[config.mk]
export PLATFORM = sky130hd
export DESIGN_NAME = npc_host_port
export DESIGN_NICKNAME = d
export VERILOG_FILES = /design/src/design/npc_pkg.sv /design/src/design/npc_sync2.sv /design/src/design/npc_host_port.sv
export VERILOG_INCLUDE_DIRS = /design/src /design/src/design
export SDC_FILE = /design/constraint.sdc
export NUM_CORES = 1
export LEC_CHECK = 0
export BUFFER_PORTS_ARGS = -buffer_cell sky130_fd_sc_hd__buf_4
export CAP_MARGIN = 20
export CORE_MARGIN = 1
export CORE_UTILIZATION = 40
export DETAILED_ROUTE_END_ITERATION = 10
export GPL_TIMING_DRIVEN = 0
export SKIP_CTS_REPAIR_TIMING = 1
export SLEW_MARGIN = 20
export SYNTH_ARGS = -nofsm -noshare
export SYNTH_HDL_FRONTEND = slang
export SYNTH_SLANG_ARGS = --single-unit
[constraint.sdc]
create_clock -name clk_in -period 8.6 [get_ports clk_in]
set_input_delay 0.86 -clock clk_in [delete_from_list [all_inputs] [get_ports clk_in]]
set_output_delay 0.86 -clock clk_in [all_outputs]
set_load 0.005 [all_outputs]
[src/design/npc_params.svh]
// Constants of the numeric coprocessor host port
// How it works
// - Cycles without both selects active are ignored entirely.
// - Selected, command 00, write strobe: data word taken as opcode.
// - Selected, command 00, read strobe: control or status word driven.
// - Selected, command 01, read strobe: operand word driven from buffer.
// - Selected, command 01, write strobe: operand word taken into buffer.
// - Selected, command 10, write strobe: exception pointer stored.
// - Only three host I/O addresses map to select and command pins.
// - Busy rises as soon as an opcode write is recognised.
// - Transfer request is raised only when operand words can move.
// - An exception detected while busy raises the error output.
// - Strobes and command bits are sampled when the cycle is selected.
// - Busy rises after the leading edge of the opcode strobe.
// - Write data taken at strobe trailing edge; read data loaded at leading edge.
// - Operand acknowledge makes the device drop its transfer request.
// - Six administrative opcodes run in the control unit alone.
// - All host strobes and selects are synchronised before use.
// - Strap high uses clock directly; strap low divides by two.
// - Operand path toward the arithmetic unit is 84 bits wide.
// - Over five transfers: request drops after three, then every four.
// - Error mirrors the summary bit and changes only while busy.
// - No opcode is accepted during 25 clocks after reset.
// - During reset busy and error high, request low, bus released.
`ifndef NPC_PARAMS_SVH
`define NPC_PARAMS_SVH
`define NPC_ADDR_OPCODE 16'h00F8
`define NPC_ADDR_DATA 16'h00FA
`define NPC_ADDR_EXCPTR 16'h00FC
`define NPC_ADDR_RESERVED 16'h00FE
`define NPC_CMD_OPCODE 2'h0
`define NPC_CMD_DATA 2'h1
`define NPC_CMD_EXCPTR 2'h2
`define NPC_WARMUP_CLKS 25
`define NPC_RESET_MIN_CLKS 4
`define NPC_ERR_SUM_BIT 7
`define NPC_CTRL_RESET 16'h0000
`define NPC_BURST_LIMIT 6'h05
`define NPC_BURST_FIRST 3'h3
`define NPC_BURST_NEXT 3'h4
`define NPC_SIG_W 68
`define NPC_EXP_W 15
`endif

[src/design/npc_pkg.sv]
// Types shared by the coprocessor host port
`include "npc_params.svh"
package npc_pkg;
	typedef enum logic [2:0] {
		NPC_CYC_NONE = 3'b000,
		NPC_CYC_OPCODE = 3'b001,
		NPC_CYC_STAT_RD = 3'b010,
		NPC_CYC_DATA_RD = 3'b011,
		NPC_CYC_DATA_WR = 3'b100,
		NPC_CYC_EXCPTR = 3'b101,
		NPC_CYC_RSVD = 3'b110
	} npc_cycle_e;

	typedef enum logic [1:0] {
		NPC_ST_WARMUP = 2'b00,
		NPC_ST_IDLE = 2'b01,
		NPC_ST_EXEC = 2'b10
	} npc_state_e;

	typedef struct packed {
		logic sel_a_n;
		logic sel_b;
		logic cmd_high;
		logic cmd_low;
		logic rd_n;
		logic wr_n;
		logic ack_n;
		logic [15:0] data;
	} npc_pins_s;

	typedef struct packed {
		logic sign;
		logic [`NPC_EXP_W-1:0] exponent;
		logic [`NPC_SIG_W-1:0] significand;
	} npc_fp_word_s;
endpackage : npc_pkg

[src/design/npc_sync2.sv]
// Two-flop synchroniser with a chosen reset value
`timescale 1ns/1ns
module npc_sync2 #(
	parameter int W = 1,
	parameter logic [W-1:0] RESET_VAL = '0
) (
	input wire logic clk_in, // Clock
	input wire logic rst_n_in, // Reset, active low
	input wire logic [W-1:0] d_in, // Asynchronous input
	output logic [W-1:0] q_out // Synchronised output
);
	logic [W-1:0] meta;

	generate
		if (W < 1)
		begin : g_bad
			$error("npc_sync2 width must be at least one");
		end
	endgenerate

	always_ff @(posedge clk_in or negedge rst_n_in)
	begin
		if (!rst_n_in)
		begin
			meta <= RESET_VAL;
			q_out <= RESET_VAL;
		end
		else
		begin
			meta <= d_in;
			q_out <= meta;
		end
	end
endmodule : npc_sync2

[src/design/npc_host_port.sv]
// Host bus tracking and CPU synchronisation of the numeric coprocessor
`timescale 1ns/1ns
`include "npc_params.svh"
module npc_host_port #(
	parameter int WARMUP_CLKS = `NPC_WARMUP_CLKS,
	// Administrative opcode patterns; the values are arbitrary
	parameter logic [15:0] OP_INIT = 16'h0001,
	parameter logic [15:0] OP_CLEX = 16'h0002,
	parameter logic [15:0] OP_STSW = 16'h0003,
	parameter logic [15:0] OP_STCW = 16'h0004,
	parameter logic [15:0] OP_SETPM = 16'h0005,
	parameter logic [15:0] OP_RSTPM = 16'h0006
) (
	input wire logic clk_in, // Device clock, 10 MHz
	input wire logic resetn_in, // Reset, active low
	input wire logic clock_divide_strap_in, // 1 direct, 0 divide by two
	input wire logic coproc_select_a_n_in, // Select a, active low
	input wire logic coproc_select_b_in, // Select b, active high
	input wire logic command_bit_low_in, // Command bit 0
	input wire logic command_bit_high_in, // Command bit 1
	input wire logic coproc_read_strobe_n_in, // Read strobe, active low
	input wire logic coproc_write_strobe_n_in, // Write strobe, active low
	input wire logic operand_transfer_ack_n_in, // Acknowledge, active low
	input wire logic [15:0] data_in, // Data pins, input side
	output logic [15:0] data_out, // Data pins, output side
	output logic data_oe_out, // Data pins driven
	output logic busy_out, // Executing, active high
	output logic error_out, // Unmasked exception, active high
	output logic operand_transfer_request_out, // Ready for operand
	output logic [15:0] opcode_out, // Opcode for the sequencer
	output logic opcode_valid_out, // Opcode pulse
	input wire logic core_done_in, // Sequencer finished, level
	input wire logic core_exception_in, // Exception detected
	input wire logic [15:0] core_status_in, // Status from the core
	input wire logic core_xfer_start_in, // Operand phase start pulse
	input wire logic [5:0] core_xfer_count_in, // Operand words to move
	input wire logic [15:0] core_read_word_in, // Next word for host
	output logic [15:0] operand_word_out, // Word written by host
	output logic operand_valid_out, // Operand word pulse
	output npc_pkg::npc_fp_word_s fpu_operand_out, // Wide operand
	output logic [15:0] exc_ptr_out, // Exception pointer word
	output logic exc_ptr_valid_out, // Exception pointer pulse
	output logic [15:0] control_word_out, // Control word
	output logic protected_mode_out // Protected mode flag
);
	localparam npc_pkg::npc_pins_s PINS_IDLE = '{sel_a_n: 1'b1,
		sel_b: 1'b0, cmd_high: 1'b0, cmd_low: 1'b0, rd_n: 1'b1,
		wr_n: 1'b1, ack_n: 1'b1, data: 16'h0000};

	generate
		if (WARMUP_CLKS < 1 || WARMUP_CLKS > 255)
		begin : g_bad
			$error("WARMUP_CLKS must lie in 1 to 255");
		end
	endgenerate

	//------------------------------------------------------------
	// Reset release and clocking
	//------------------------------------------------------------
	logic rst_meta;
	logic rst_n;
	logic rst_done;
	logic strap_sync;
	logic strap_q;
	logic tick_div;
	logic tick;

	always_ff @(posedge clk_in or negedge resetn_in)
	begin
		if (!resetn_in)
		begin
			rst_meta <= 1'b0;
			rst_n <= 1'b0;
		end
		else
		begin
			rst_meta <= 1'b1;
			rst_n <= rst_meta;
		end
	end

	npc_sync2 #(.W(1), .RESET_VAL(1'b0)) u_strap (
		.clk_in(clk_in),
		.rst_n_in(rst_n),
		.d_in(clock_divide_strap_in),
		.q_out(strap_sync)
	);

	always_ff @(posedge clk_in or negedge rst_n)
	begin
		if (!rst_n)
		begin
			rst_done <= 1'b0;
			strap_q <= 1'b0;
			tick_div <= 1'b0;
		end
		else
		begin
			rst_done <= 1'b1;
			// Static strap, resampled so the synchroniser has settled
			strap_q <= strap_sync;
			tick_div <= ~tick_div;
		end
	end

	assign tick = strap_q | tick_div;

	//------------------------------------------------------------
	// Pin synchronisation and cycle classification
	//------------------------------------------------------------
	npc_pkg::npc_pins_s pins_raw;
	npc_pkg::npc_pins_s p;
	npc_pkg::npc_cycle_e cyc;
	npc_pkg::npc_cycle_e next_cyc;
	npc_pkg::npc_state_e state;
	logic selected;
	logic rd_act;
	logic wr_act;
	logic ack_act;
	logic lead;
	logic trail;
	logic [15:0] data_hold;

	assign pins_raw = '{sel_a_n: coproc_select_a_n_in,
		sel_b: coproc_select_b_in, cmd_high: command_bit_high_in,
		cmd_low: command_bit_low_in, rd_n: coproc_read_strobe_n_in,
		wr_n: coproc_write_strobe_n_in,
		ack_n: operand_transfer_ack_n_in, data: data_in};

	npc_sync2 #(.W($bits(npc_pkg::npc_pins_s)),
		.RESET_VAL(PINS_IDLE)) u_pins (
		.clk_in(clk_in),
		.rst_n_in(rst_n),
		.d_in(pins_raw),
		.q_out(p)
	);

	assign selected = !p.sel_a_n && p.sel_b;
	assign rd_act = !p.rd_n;
	assign wr_act = !p.wr_n;
	assign ack_act = !p.ack_n;
	assign lead = (cyc == npc_pkg::NPC_CYC_NONE) && selected &&
		(rd_act || wr_act);
	assign trail = (cyc != npc_pkg::NPC_CYC_NONE) && !rd_act && !wr_act;

	always_comb
	begin
		next_cyc = npc_pkg::NPC_CYC_RSVD;
		case ({p.cmd_high, p.cmd_low})
			`NPC_CMD_OPCODE:
				if (wr_act && !rd_act)
					next_cyc = (state == npc_pkg::NPC_ST_WARMUP) ?
						npc_pkg::NPC_CYC_RSVD :
						npc_pkg::NPC_CYC_OPCODE;
				else if (rd_act && !wr_act)
					next_cyc = npc_pkg::NPC_CYC_STAT_RD;
			`NPC_CMD_DATA:
				if (rd_act && !wr_act)
					next_cyc = npc_pkg::NPC_CYC_DATA_RD;
				else if (wr_act && !rd_act)
					next_cyc = npc_pkg::NPC_CYC_DATA_WR;
			`NPC_CMD_EXCPTR:
				if (wr_act && !rd_act)
					next_cyc = npc_pkg::NPC_CYC_EXCPTR;
			default:
				next_cyc = npc_pkg::NPC_CYC_RSVD;
		endcase
	end

	always_ff @(posedge clk_in or negedge rst_n)
	begin
		if (!rst_n)
			cyc <= npc_pkg::NPC_CYC_NONE;
		else if (lead)
			cyc <= next_cyc;
		else if (trail)
			cyc <= npc_pkg::NPC_CYC_NONE;
	end

	always_ff @(posedge clk_in or negedge rst_n)
	begin
		if (!rst_n)
			data_hold <= 16'h0000;
		else if (wr_act)
			data_hold <= p.data;
	end

	//------------------------------------------------------------
	// Control unit: state, administrative opcodes, error summary
	//------------------------------------------------------------
	logic [7:0] wu_cnt;
	logic [5:0] xfer_left;
	logic is_admin;
	logic err_sum;
	logic sel_ctrl;
	logic [15:0] status_word;
	logic op_trail;

	assign is_admin = (data_hold == OP_INIT) || (data_hold == OP_CLEX) ||
		(data_hold == OP_STSW) || (data_hold == OP_STCW) ||
		(data_hold == OP_SETPM) || (data_hold == OP_RSTPM);
	assign op_trail = trail && (cyc == npc_pkg::NPC_CYC_OPCODE);

	always_comb
	begin
		status_word = core_status_in;
		status_word[`NPC_ERR_SUM_BIT] = err_sum;
	end

	always_ff @(posedge clk_in or negedge rst_n)
	begin
		if (!rst_n)
		begin
			state <= npc_pkg::NPC_ST_WARMUP;
			wu_cnt <= 8'h00;
		end
		else
			case (state)
				npc_pkg::NPC_ST_WARMUP:
					if (tick)
					begin
						if (wu_cnt == 8'(WARMUP_CLKS - 1))
							state <= npc_pkg::NPC_ST_IDLE;
						wu_cnt <= wu_cnt + 8'h01;
					end
				npc_pkg::NPC_ST_IDLE:
					if (lead && next_cyc == npc_pkg::NPC_CYC_OPCODE)
						state <= npc_pkg::NPC_ST_EXEC;
				npc_pkg::NPC_ST_EXEC:
					if (op_trail && is_admin)
						state <= npc_pkg::NPC_ST_IDLE;
					else if (!op_trail && cyc == npc_pkg::NPC_CYC_NONE &&
						core_done_in && xfer_left == 6'h00)
						state <= npc_pkg::NPC_ST_IDLE;
				default:
					state <= npc_pkg::NPC_ST_IDLE;
			endcase
	end

	always_ff @(posedge clk_in or negedge rst_n)
	begin
		if (!rst_n)
		begin
			err_sum <= 1'b0;
			sel_ctrl <= 1'b0;
			control_word_out <= `NPC_CTRL_RESET;
			protected_mode_out <= 1'b0;
		end
		else if (state == npc_pkg::NPC_ST_EXEC)
		begin
			if (op_trail)
				case (data_hold)
					OP_INIT:
					begin
						err_sum <= 1'b0;
						sel_ctrl <= 1'b0;
						control_word_out <= `NPC_CTRL_RESET;
						protected_mode_out <= 1'b0;
					end
					OP_CLEX: err_sum <= 1'b0;
					OP_STSW: sel_ctrl <= 1'b0;
					OP_STCW: sel_ctrl <= 1'b1;
					OP_SETPM: protected_mode_out <= 1'b1;
					OP_RSTPM: protected_mode_out <= 1'b0;
					default: sel_ctrl <= sel_ctrl;
				endcase
			if (core_exception_in)
				err_sum <= 1'b1;
		end
	end

	assign busy_out = (state == npc_pkg::NPC_ST_EXEC) || !rst_done;
	assign error_out = err_sum || !rst_done;

	//------------------------------------------------------------
	// Data movement
	//------------------------------------------------------------
	logic [95:0] opr_shift;

	always_ff @(posedge clk_in or negedge rst_n)
	begin
		if (!rst_n)
		begin
			data_out <= 16'h0000;
			data_oe_out <= 1'b0;
		end
		else if (lead)
		begin
			if (next_cyc == npc_pkg::NPC_CYC_STAT_RD)
				data_out <= sel_ctrl ? control_word_out : status_word;
			else if (next_cyc == npc_pkg::NPC_CYC_DATA_RD)
				data_out <= core_read_word_in;
			data_oe_out <= (next_cyc == npc_pkg::NPC_CYC_STAT_RD) ||
				(next_cyc == npc_pkg::NPC_CYC_DATA_RD);
		end
		else if (trail)
			data_oe_out <= 1'b0;
	end

	always_ff @(posedge clk_in or negedge rst_n)
	begin
		if (!rst_n)
		begin
			opcode_out <= 16'h0000;
			opcode_valid_out <= 1'b0;
			operand_word_out <= 16'h0000;
			operand_valid_out <= 1'b0;
			exc_ptr_out <= 16'h0000;
			exc_ptr_valid_out <= 1'b0;
			opr_shift <= 96'h0;
		end
		else
		begin
			opcode_valid_out <= op_trail && !is_admin;
			operand_valid_out <= trail && cyc == npc_pkg::NPC_CYC_DATA_WR;
			exc_ptr_valid_out <= trail && cyc == npc_pkg::NPC_CYC_EXCPTR;
			if (op_trail)
				opcode_out <= data_hold;
			if (trail && cyc == npc_pkg::NPC_CYC_DATA_WR)
			begin
				operand_word_out <= data_hold;
				opr_shift <= {opr_shift[79:0], data_hold};
			end
			if (trail && cyc == npc_pkg::NPC_CYC_EXCPTR)
				exc_ptr_out <= data_hold;
		end
	end

	assign fpu_operand_out = opr_shift[83:0];

	//------------------------------------------------------------
	// Operand transfer request and bursts
	//------------------------------------------------------------
	logic [2:0] burst_left;
	logic xfer_done;

	assign xfer_done = trail && (cyc == npc_pkg::NPC_CYC_DATA_WR ||
		cyc == npc_pkg::NPC_CYC_DATA_RD) && xfer_left != 6'h00;

	always_ff @(posedge clk_in or negedge rst_n)
	begin
		if (!rst_n)
		begin
			xfer_left <= 6'h00;
			burst_left <= 3'h0;
		end
		else if (core_xfer_start_in && state == npc_pkg::NPC_ST_EXEC)
		begin
			xfer_left <= core_xfer_count_in;
			burst_left <= (core_xfer_count_in > `NPC_BURST_LIMIT) ?
				`NPC_BURST_FIRST : core_xfer_count_in[2:0];
		end
		else if (xfer_done)
		begin
			xfer_left <= xfer_left - 6'h01;
			if (burst_left != 3'h0)
				burst_left <= burst_left - 3'h1;
		end
		else if (ack_act)
			burst_left <= 3'h0;
		else if (tick && burst_left == 3'h0 && xfer_left != 6'h00 &&
			cyc == npc_pkg::NPC_CYC_NONE)
			burst_left <= (xfer_left > {3'h0, `NPC_BURST_NEXT}) ?
				`NPC_BURST_NEXT : xfer_left[2:0];
	end

	assign operand_transfer_request_out = rst_done &&
		burst_left != 3'h0 && !ack_act;
endmodule : npc_host_port

==> results.cfg, run 1 <==
[run_status]
status = complete, but fails checks
violations = design-rule violations

[hold_path]
worstHoldPathType = in -> async

[placement]
port_buffers = 221
place_congestion = 0.798
post-place-cells = 1183
hpwl_um = 15000

[global_route]
antenna_found_initial = 0
grt_overflow = 0
grt_pass1_wl_um = 32900
grt_pass1_vias = 5827
grt_max_degree = 57
grt_usage = 0.178

[yosys]
synth_area_leaders = dfrtp_1 61%, mux2_2 16%, buf_4 2.8%
yosys_warnings = 0
yosysTopAreaCellShare = 0.613
ys_types = 53
synth_seq_area_share = 0.636
synth_edf_count = 0
synth_area_sq_um = 9060
yosysTopAreaCell = dfrtp_1
synthCells = 662
synth_async_sr_flop_share = 1.00
synth_flop_cell = dfrtp_1
avgSynthCellArea_sq_um = 13.7
synth.ff_latch_count = 230

[setup_path]
cp_max_fo = 3
cp-endpoint = operand_transfer_request_out
critPathArrivalTime_ps = 1610
cp-start-kind = flip-flop
endpoint_kind = primary output
rrSetupSlack_ps = 6150
r2r-start = cyc[1]
critPathKind = reg -> out
crit_path_start = burst_left[0]
crit-reg2reg-capture = data_out[2]
reg2reg_depth = 6
required_ps = 7740

[clocking]
clock_sink_count = 230
cts-root-buf = clkbuf_16
clock_latency_ps = 530
cts_tree = built
clk_pin_slew_ps = 60
htree_num_levels = 1
cts_buffers = 25
clk_path_buf_depth = 3

[power]
p_total_uw = 3670
p_leak_uw = 0.00589
vdd_ir_drop_max_uv = 222
pwr_density_cell_nw_per_um2 = 304

[timing]
hold_viol = 0
min_period_ps = 2470
rsz0062_at_grt = false
setup_viol = 0
fin_skew_ps = 10.3
tightest_slew_ps = 905
maxSlewViolCount = 0
fin_hold_ws_ps = 104
relSlewSlack = 0.392
fmax_mhz = 405
timing.final.crit_share = 0.287

[drt]
first_iter_violations = 197
wl_per_cell_um = 16.6
vias = 5893
dr.pass1.iters = 8
routed-wl-met2_um = 9730
ant_nets = 0
via_per_inst = 4.79
dr_wl_met3_um = 1170
drt-met1-wl_um = 9140
routed_wirelength_um = 20400
remaining_drc_errors = 18
highest_layer = met4

[finish]
stdcell_count = 1229
multi_input_area_sq_um = 2900
fillers = 1936
fin_util = 0.549
antenna_cells = 0
drive_gt1_frac = 0.481
syn2layout_area_growth_pct = 33.4
nets = 1003
seqCellArea_sq_um = 5770

[floorplanning]
core_sq_um = 22000
die_h_um = 153
pin_count = 239
rows = 54
start_util = 0.412
die_w_um = 153
die_area_sq_um = 23300

[flow_run]
cap_viol_max_count = 0
sequential cells by signal (all words and copies together) (netlist names), 2 cells and up:
signal and count:
exc_ptr_out 16, opr_shift 69, xfer_left 6, burst_left 3, wu_cnt 8, opcode_out 16, state 2, data_out 16
operand_word_out 15, data_hold 16, cyc 3, u_pins.q_out 23, u_pins.meta 23
synthesized netlist by cell type, types with 4 or more instances:
master and n:
a21oi_1 4, a31oi_1 6, and3_1 4, buf_2 10
buf_4 34, clkbuf_1 15, dfrtp_1 222, dfstp_2 8
ha_1 6, inv_1 26, mux2_2 131, nand2_1 22
nand2b_1 7, nand3_1 9, nand4_1 7, nor2_1 19
nor2b_1 17, nor3_1 11, nor4_1 7, o21ai_0 25
o221ai_1 12, xnor2_1 8, xor2_1 6
layout by cell type, fill, tap and decap left out, types with 4 or more instances in the layout:
cell / Yosys / routed
a21oi_1: 4 / 4
a31oi_1: 6 / 6
and3_1: 4 / 4
buf_2: 10 / 10
buf_4: 34 / 255
clkbuf_1: 15 / 20
clkbuf_16: 0 / 25
clkinv_2: 0 / 6
conb_1: 2 / 18
dfrtp_1: 222 / 221
dfstp_2: 8 / 8
ha_1: 6 / 6
inv_1: 26 / 26
mux2_2: 131 / 131
nand2_1: 22 / 22
nand2b_1: 7 / 7
nand3_1: 9 / 9
nand4_1: 7 / 7
nor2_1: 19 / 19
nor2b_1: 17 / 17
nor3_1: 11 / 11
nor4_1: 7 / 7
o21ai_0: 25 / 25
o221ai_1: 12 / 12
xnor2_1: 8 / 8
xor2_1: 6 / 6
worst max-delay path, stage by stage (launching register included):
cell	delay (ps)
dfrtp_1	400
inv_1	90
ha_1	140
nand2b_1	110
and3_1	220
buf_4	130
power breakdown:
| group | switching (uW) | leakage, uW | internal (uW) |
|---|---|---|---|
| clock | 431 | 0.000412 | 655 |
| sequential | 237 | 0.00287 | 1380 |
| combinational | 338 | 0.00261 | 635 |
| total | 1010 | 0.00589 | 2670 |
stage by stage:
step	TNS [ps]	cell area, sq um	worst slack [ps]
6_report	0	12100	6130
3_5_place_dp	0	11200	6120
3_3_place_gp	-214120	11100	-997
4_1_cts	0	12100	6090
2_1_floorplan	0	9130	1730
5_1_grt	0	12100	5960
worst min path at each step:
stage	startpoint	cells after the start	endpoint	slack, ps
after floorplan	rst_meta	0	rst_n	330
after global placement	u_pins.meta[9]	0	u_pins.q_out[9]	330
after detailed placement	u_pins.meta[10]	0	u_pins.q_out[10]	330
after CTS	resetn_in	1	rst_n	90
after global routing	resetn_in	1	rst_n	80
final	resetn_in	1	rst_n	100
area by class of cell:
cell class,count,share of cell area
Clock buffer,33,0.0567
Timing Repair Buffer,225,0.146
Multi-Input combinational cell,362,0.240
Sequential cell,230,0.477
Tap cell,280,0.0290
Clock inverter,13,0.0135
Buffer,60,0.0302
Inverter,26,0.00807
logic make-up after synthesis:
family / Yosys count / synth area share
DFF: 230 / 0.636
xor gates and xnor gates: 14 / 0.0135
buffers and inverters: 86 / 0.0511
AOI/OAI and AO/OA: 74 / 0.0562
muxes: 132 / 0.164
other: 2 / 0.000828
and+or+nand+nor: 118 / 0.0703
adders and majority gates: 6 / 0.00828
per-layer routing:
metal,track usage,up-vias
met4,0.0471,0
met2,0.289,156
met5,0,-
met1,0.244,2900
li1,-,2807
met3,0.0341,30
No activity file was read; power rests on OpenSTA's default activity.
==> run 2, diff against run 1 <==
ABC_AREA = 1   (was unset)
PLACE_DENSITY = 0.66   (was unset)
clock period = 2.1 ns   (was 8.6 ns; I/O delays follow)
==> results.cfg, run 2 <==
[yosys]
synth-compound-area-share = 0.0953
synth.ff_latch_count = 230
synth_area_leaders = dfrtp_1 61%, nand2_1 12%, o21ai_0 5.5%
yosysTopAreaCell = dfrtp_1
yosysTopAreaCellShare = 0.609
avgSynthCellArea_sq_um = 9.69
synth_xor_xnor_area_share = 0.0106
ys_types = 39
synth_edf_count = 0
synth_async_sr_flop_share = 1.00
synthCells = 941
muxShareOfSynthArea = 0
synthTopCellsByCount = 294 x nand2_1, 222 x dfrtp_1, 100 x o21ai_0
synth_top_family_by_area = simple AND/OR/NAND/NOR gates
synth_area_sq_um = 9110
yosys.area_share.simple = 0.175
post-synth-top-count-cell = nand2_1
yosys_warnings = 0
synthAdderAreaFrac = 0.00824
synth_flop_cell = dfrtp_1
synth_seq_area_share = 0.633

[finish]
nets = 1329
final_cell_mix = 294 x nand2_1, 254 x buf_4, 221 x dfrtp_1, 100 x o21ai_0, 72 x inv_1
fin_util = 0.576
drive_gt1_frac = 0.281
mostFrequentLayoutCell = nand2_1
largestRegisters = opr_shift x69, u_pins.meta x23, u_pins.q_out x23
syn2layout_area_growth_pct = 39.7
stdcell_count = 1556
largest_reg_flops = 69
largest-register = opr_shift
fin_area_sq_um = 12700
antenna_cells = 0

[hold_path]
worstHoldPathType = in -> reg
holdPathStages = 3

[drt]
via_per_inst = 4.63
vias = 7198
routed_wirelength_um = 22700
dr.pass1.iters = 5
first_iter_violations = 421
ant_nets = 0
wl_per_cell_um = 14.6
remaining_drc_errors = 0

[setup_path]
cpPeakStageDelay_ps = 380
path_depth = 7
critPathKind = reg -> out
path_cells = inv_1, ha_1, inv_1, or2_2, inv_1, nor2_1, buf_4
crit_family = flip-flops
cp_max_fo = 3
cp-start-kind = flip-flop
endpoint_kind = primary output
crit_top_cell = inv_1
cp.buffers_inverters = 4
reg2reg_depth = 4
crit_slowest_cell = dfrtp_1
required_ps = 1890
critPathArrivalTime_ps = 1720

[global_route]
grt_overflow = 0
grt_max_degree = 53
grt_pass1_vias = 6666
grt_usage = 0.192
antenna_found_initial = 0
grt_pass1_wl_um = 35600

[power]
vdd_ir_drop_max_uv = 666
p_total_uw = 16200
p_leak_uw = 0.00663
pwr_density_cell_nw_per_um2 = 1270

[placement]
place_area_sq_um = 11300
post-place-cells = 1462
place_congestion = 0.865
port_buffers = 221
hpwl_um = 16500

[floorplanning]
start_util = 0.413
die_h_um = 153
pin_count = 239
die_area_sq_um = 23400
rows = 54
core_sq_um = 22100
die_w_um = 153

[clocking]
cts_tree = built
clk_pin_slew_ps = 60
htree_num_levels = 1
clk_path_buf_depth = 3
cts-root-buf = clkbuf_16
clock_sink_count = 230
cts_buffers = 26
clock_latency_ps = 530

[timing]
hold_viol = 4
fin_hold_ws_ps = -5.03
maxSlewViolCount = 0
setup_viol = 0
tightest_slew_ps = 637
rsz0062_at_grt = false
timing.final.crit_share = 0.917
relSlewSlack = 0.575
fmax_mhz = 519
fin_skew_ps = 20.0
min_period_ps = 1930

[run_status]
violations = negative hold slack
status = complete, but fails checks

[flow_run]
cap_viol_max_count = 0
==> run 2: cell count changes after synthesis, moves of 23 or more <==
cell,before,now
o21ai_0,25,100
inv_1,26,72
nand2_1,22,294
o21ai_1,2,35
nor2_1,19,42
mux2_2,131,0
==> run 2: cell type report <==
type                    count  area [sq um]
inverters                  81           304
clock buffers              33           727
well taps                 280           350
repair buffers            271          2230
plain buffers              64           403
multi-input cells         582          2700
flip-flops and latches    230          5770
fillers                  1906          9360
clock inverters            15           250
==> run 2: kinds of logic after synthesis <==
| family | count (synthesis) |
|---|---|
| AO/OA/AOI/OAI | 166 |
| XOR/XNOR | 11 |
| adder cells (fa/ha/maj) | 6 |
| buffers and inverters | 145 |
| flip-flops | 230 |
| other | 2 |
| AND/OR/NAND/NOR | 381 |
==> run 2: path summary, 6_finish.rpt <==
path	start	slack, ps	endpoint
setup / recovery	burst_left[0]	170	operand_transfer_request_out
hold / removal	core_status_in[15]	-5	data_out[15]
setup reg to reg	u_pins.q_out[17]	230	data_out[8]
hold reg to reg	rst_n	310	opcode_out[6]
max in group asynchronous	rst_n	850	data_out[13]
min in group asynchronous	rst_n	310	opcode_out[6]
==> run 2: stage by stage <==
stage / TNS, ps / worst slack [ps] / hold WS, ps
after floorplan: -48400 / -220 / -85.6
after global placement: -224420 / -1020 / -6.79
after detailed placement: 0 / 287 / -4.74
after CTS: 0 / 145 / -565
after global routing: 0 / 72.7 / -2.68
final: 0 / 173 / -5.03
==> run 2: worst min-delay path, stage by stage <==
cell	delay, ps
buf_4	80
a21oi_1	60
o21ai_1	120
==> run 2: metal layers <==
metal  global-route usage  vias up  wire [um]
li1                     -     3567          -
met1                0.257     3382       9910
met2                0.322      219      11100
met3               0.0323       30       1190
met4               0.0558        0        525
met5                    0        -          0
==> run 2: report_power, final <==
part	leakage [uW]	internal [uW]	switching [uW]
clock network	0.000481	3200	1810
logic	0.00322	2450	2040
registers	0.00293	5700	997
==> run 3, diff against run 2 <==
HOLD_SLACK_MARGIN = 0.08   (was unset)
SETUP_SLACK_MARGIN = 0.5   (was unset)
==> results.cfg, run 3 (synthesis results as in run 2) <==
[power]
p_total_uw = 17200
pwr_density_cell_nw_per_um2 = 1230
vdd_ir_drop_max_uv = 667
p_leak_uw = 0.00718

[timing]
setup_viol = 0
fmax_mhz = 554
min_period_ps = 1810
rsz0062_at_grt = true
hold_viol = 0
timing.final.crit_share = 0.860
tightest_slew_ps = 680
maxSlewViolCount = 0
tns_ps = 0
fin_hold_ws_ps = 119
fin_skew_ps = 13.6
relSlewSlack = 0.547

[placement]
place_congestion = 0.865
port_buffers = 221
place_area_sq_um = 11300
hpwl_um = 16500
post-place-cells = 1462

[clocking]
cts_buffers = 26
clk_pin_slew_ps = 60
clock_sink_count = 230
htree_num_levels = 1
cts-root-buf = clkbuf_16
clock_latency_ps = 520
cts_tree = built
clk_path_buf_depth = 3

[setup_path]
endpoint_kind = primary output
path_cells = inv_2, ha_4, inv_1, or2_4, inv_2, nor2_1, buf_4
cp_max_fo = 3
crit_top_cell = inv_2
reg2reg_depth = 9
cpPeakStageDelay_ps = 390
critPathKind = reg -> out
crit-reg2reg-capture = data_out[9]
r2r-start = cyc[1]
required_ps = 1890
rrSetupSlack_ps = 340
critPathArrivalTime_ps = 1600
crit_path_start = burst_left[0]
cp-start-kind = flip-flop
crit_slowest_cell = dfrtp_1

[hold_path]
worstHoldPathType = in -> reg
hp-start = core_done_in
whs_endpoint = state[1]
holdPathStages = 5

[floorplanning]
die_area_sq_um = 23400
die_h_um = 153
start_util = 0.413
die_w_um = 153
pin_count = 239
core_sq_um = 22100
rows = 54

[global_route]
grt_pass1_wl_um = 35600
groute.layer.met2.usage = 0.322
met3_usage = 0.0323
grt_max_degree = 53
grt_busiest_layer = met2
grt_overflow = 0
antenna_found_initial = 0
grt_pass1_vias = 6666
grt_use_met1 = 0.257
grt_usage = 0.192

[finish]
nets = 1392
final_cell_mix = 286 x buf_4, 219 x nand2_1, 219 x dfrtp_1, 70 x o21ai_0
fin_area_sq_um = 14100
antenna_cells = 0
largestRegisters = opr_shift x69, u_pins.meta x23, u_pins.q_out x23
mostFrequentLayoutCell = buf_4
stdcell_count = 1619
drive_gt1_frac = 0.397
largest_reg_flops = 69
largest-register = opr_shift
syn2layout_area_growth_pct = 54.4
fillers = 1729

[flow_run]
cap_viol_max_count = 0

[run_status]
status = completed

[drt]
remaining_drc_errors = 0
dr.pass1.iters = 5
routed_wirelength_um = 25100
first_iter_violations = 434
ant_nets = 0
vias = 7623
wl_per_cell_um = 15.5
via_per_inst = 4.71
[run 3: how the worst max path moves through the flow]
stage | endpoint | cells after the start | slack [ps]
floorplan | burst_left[0] | 0 | -220
global placement | data_out[10] | 0 | -1020
detailed placement | data_out[8] | 4 | 290
CTS | operand_transfer_request_out | 7 | 150
global route | operand_transfer_request_out | 7 | 230
finish | operand_transfer_request_out | 7 | 290
[run 3: layout make-up]
cell class	instances	area (sq um)	share of cell area
buffer	64	556	0.0395
clock buffer	33	727	0.0516
clock inverter	15	250	0.0178
inverter	81	322	0.0228
multi-input combinational	582	3160	0.224
sequential	230	5770	0.410
tap	280	350	0.0249
timing repair buffer	334	2940	0.209
[run 3: where the power goes]
part | switching [uW] | internal, uW
Clock | 1820 | 3200
Sequential | 1140 | 5710
Combinational | 2360 | 3020
[run 3: metal layers]
layer	wire length, um	share of wire
met2	12700	0.51
met4	588	0.023
met1	10700	0.43
met3	1090	0.043
met5	0	0
[run 3: through the flow]
stage | util | setup slack, ps
2_1_floorplan | - | -220
3_3_place_gp | 0.506 | -1020
3_5_place_dp | 0.511 | 287
4_1_cts | 0.556 | 145
5_1_grt | 0.637 | 231
6_report | 0.637 | 295
[run 3: worst max-delay path: cells and delay by family, from the launching register on]
family	cells	cell delay [ps]
buffers and inverters	4	290
adder cells (fa/ha/maj)	1	120
flip-flops	1	390
AND/OR/NAND/NOR	2	270
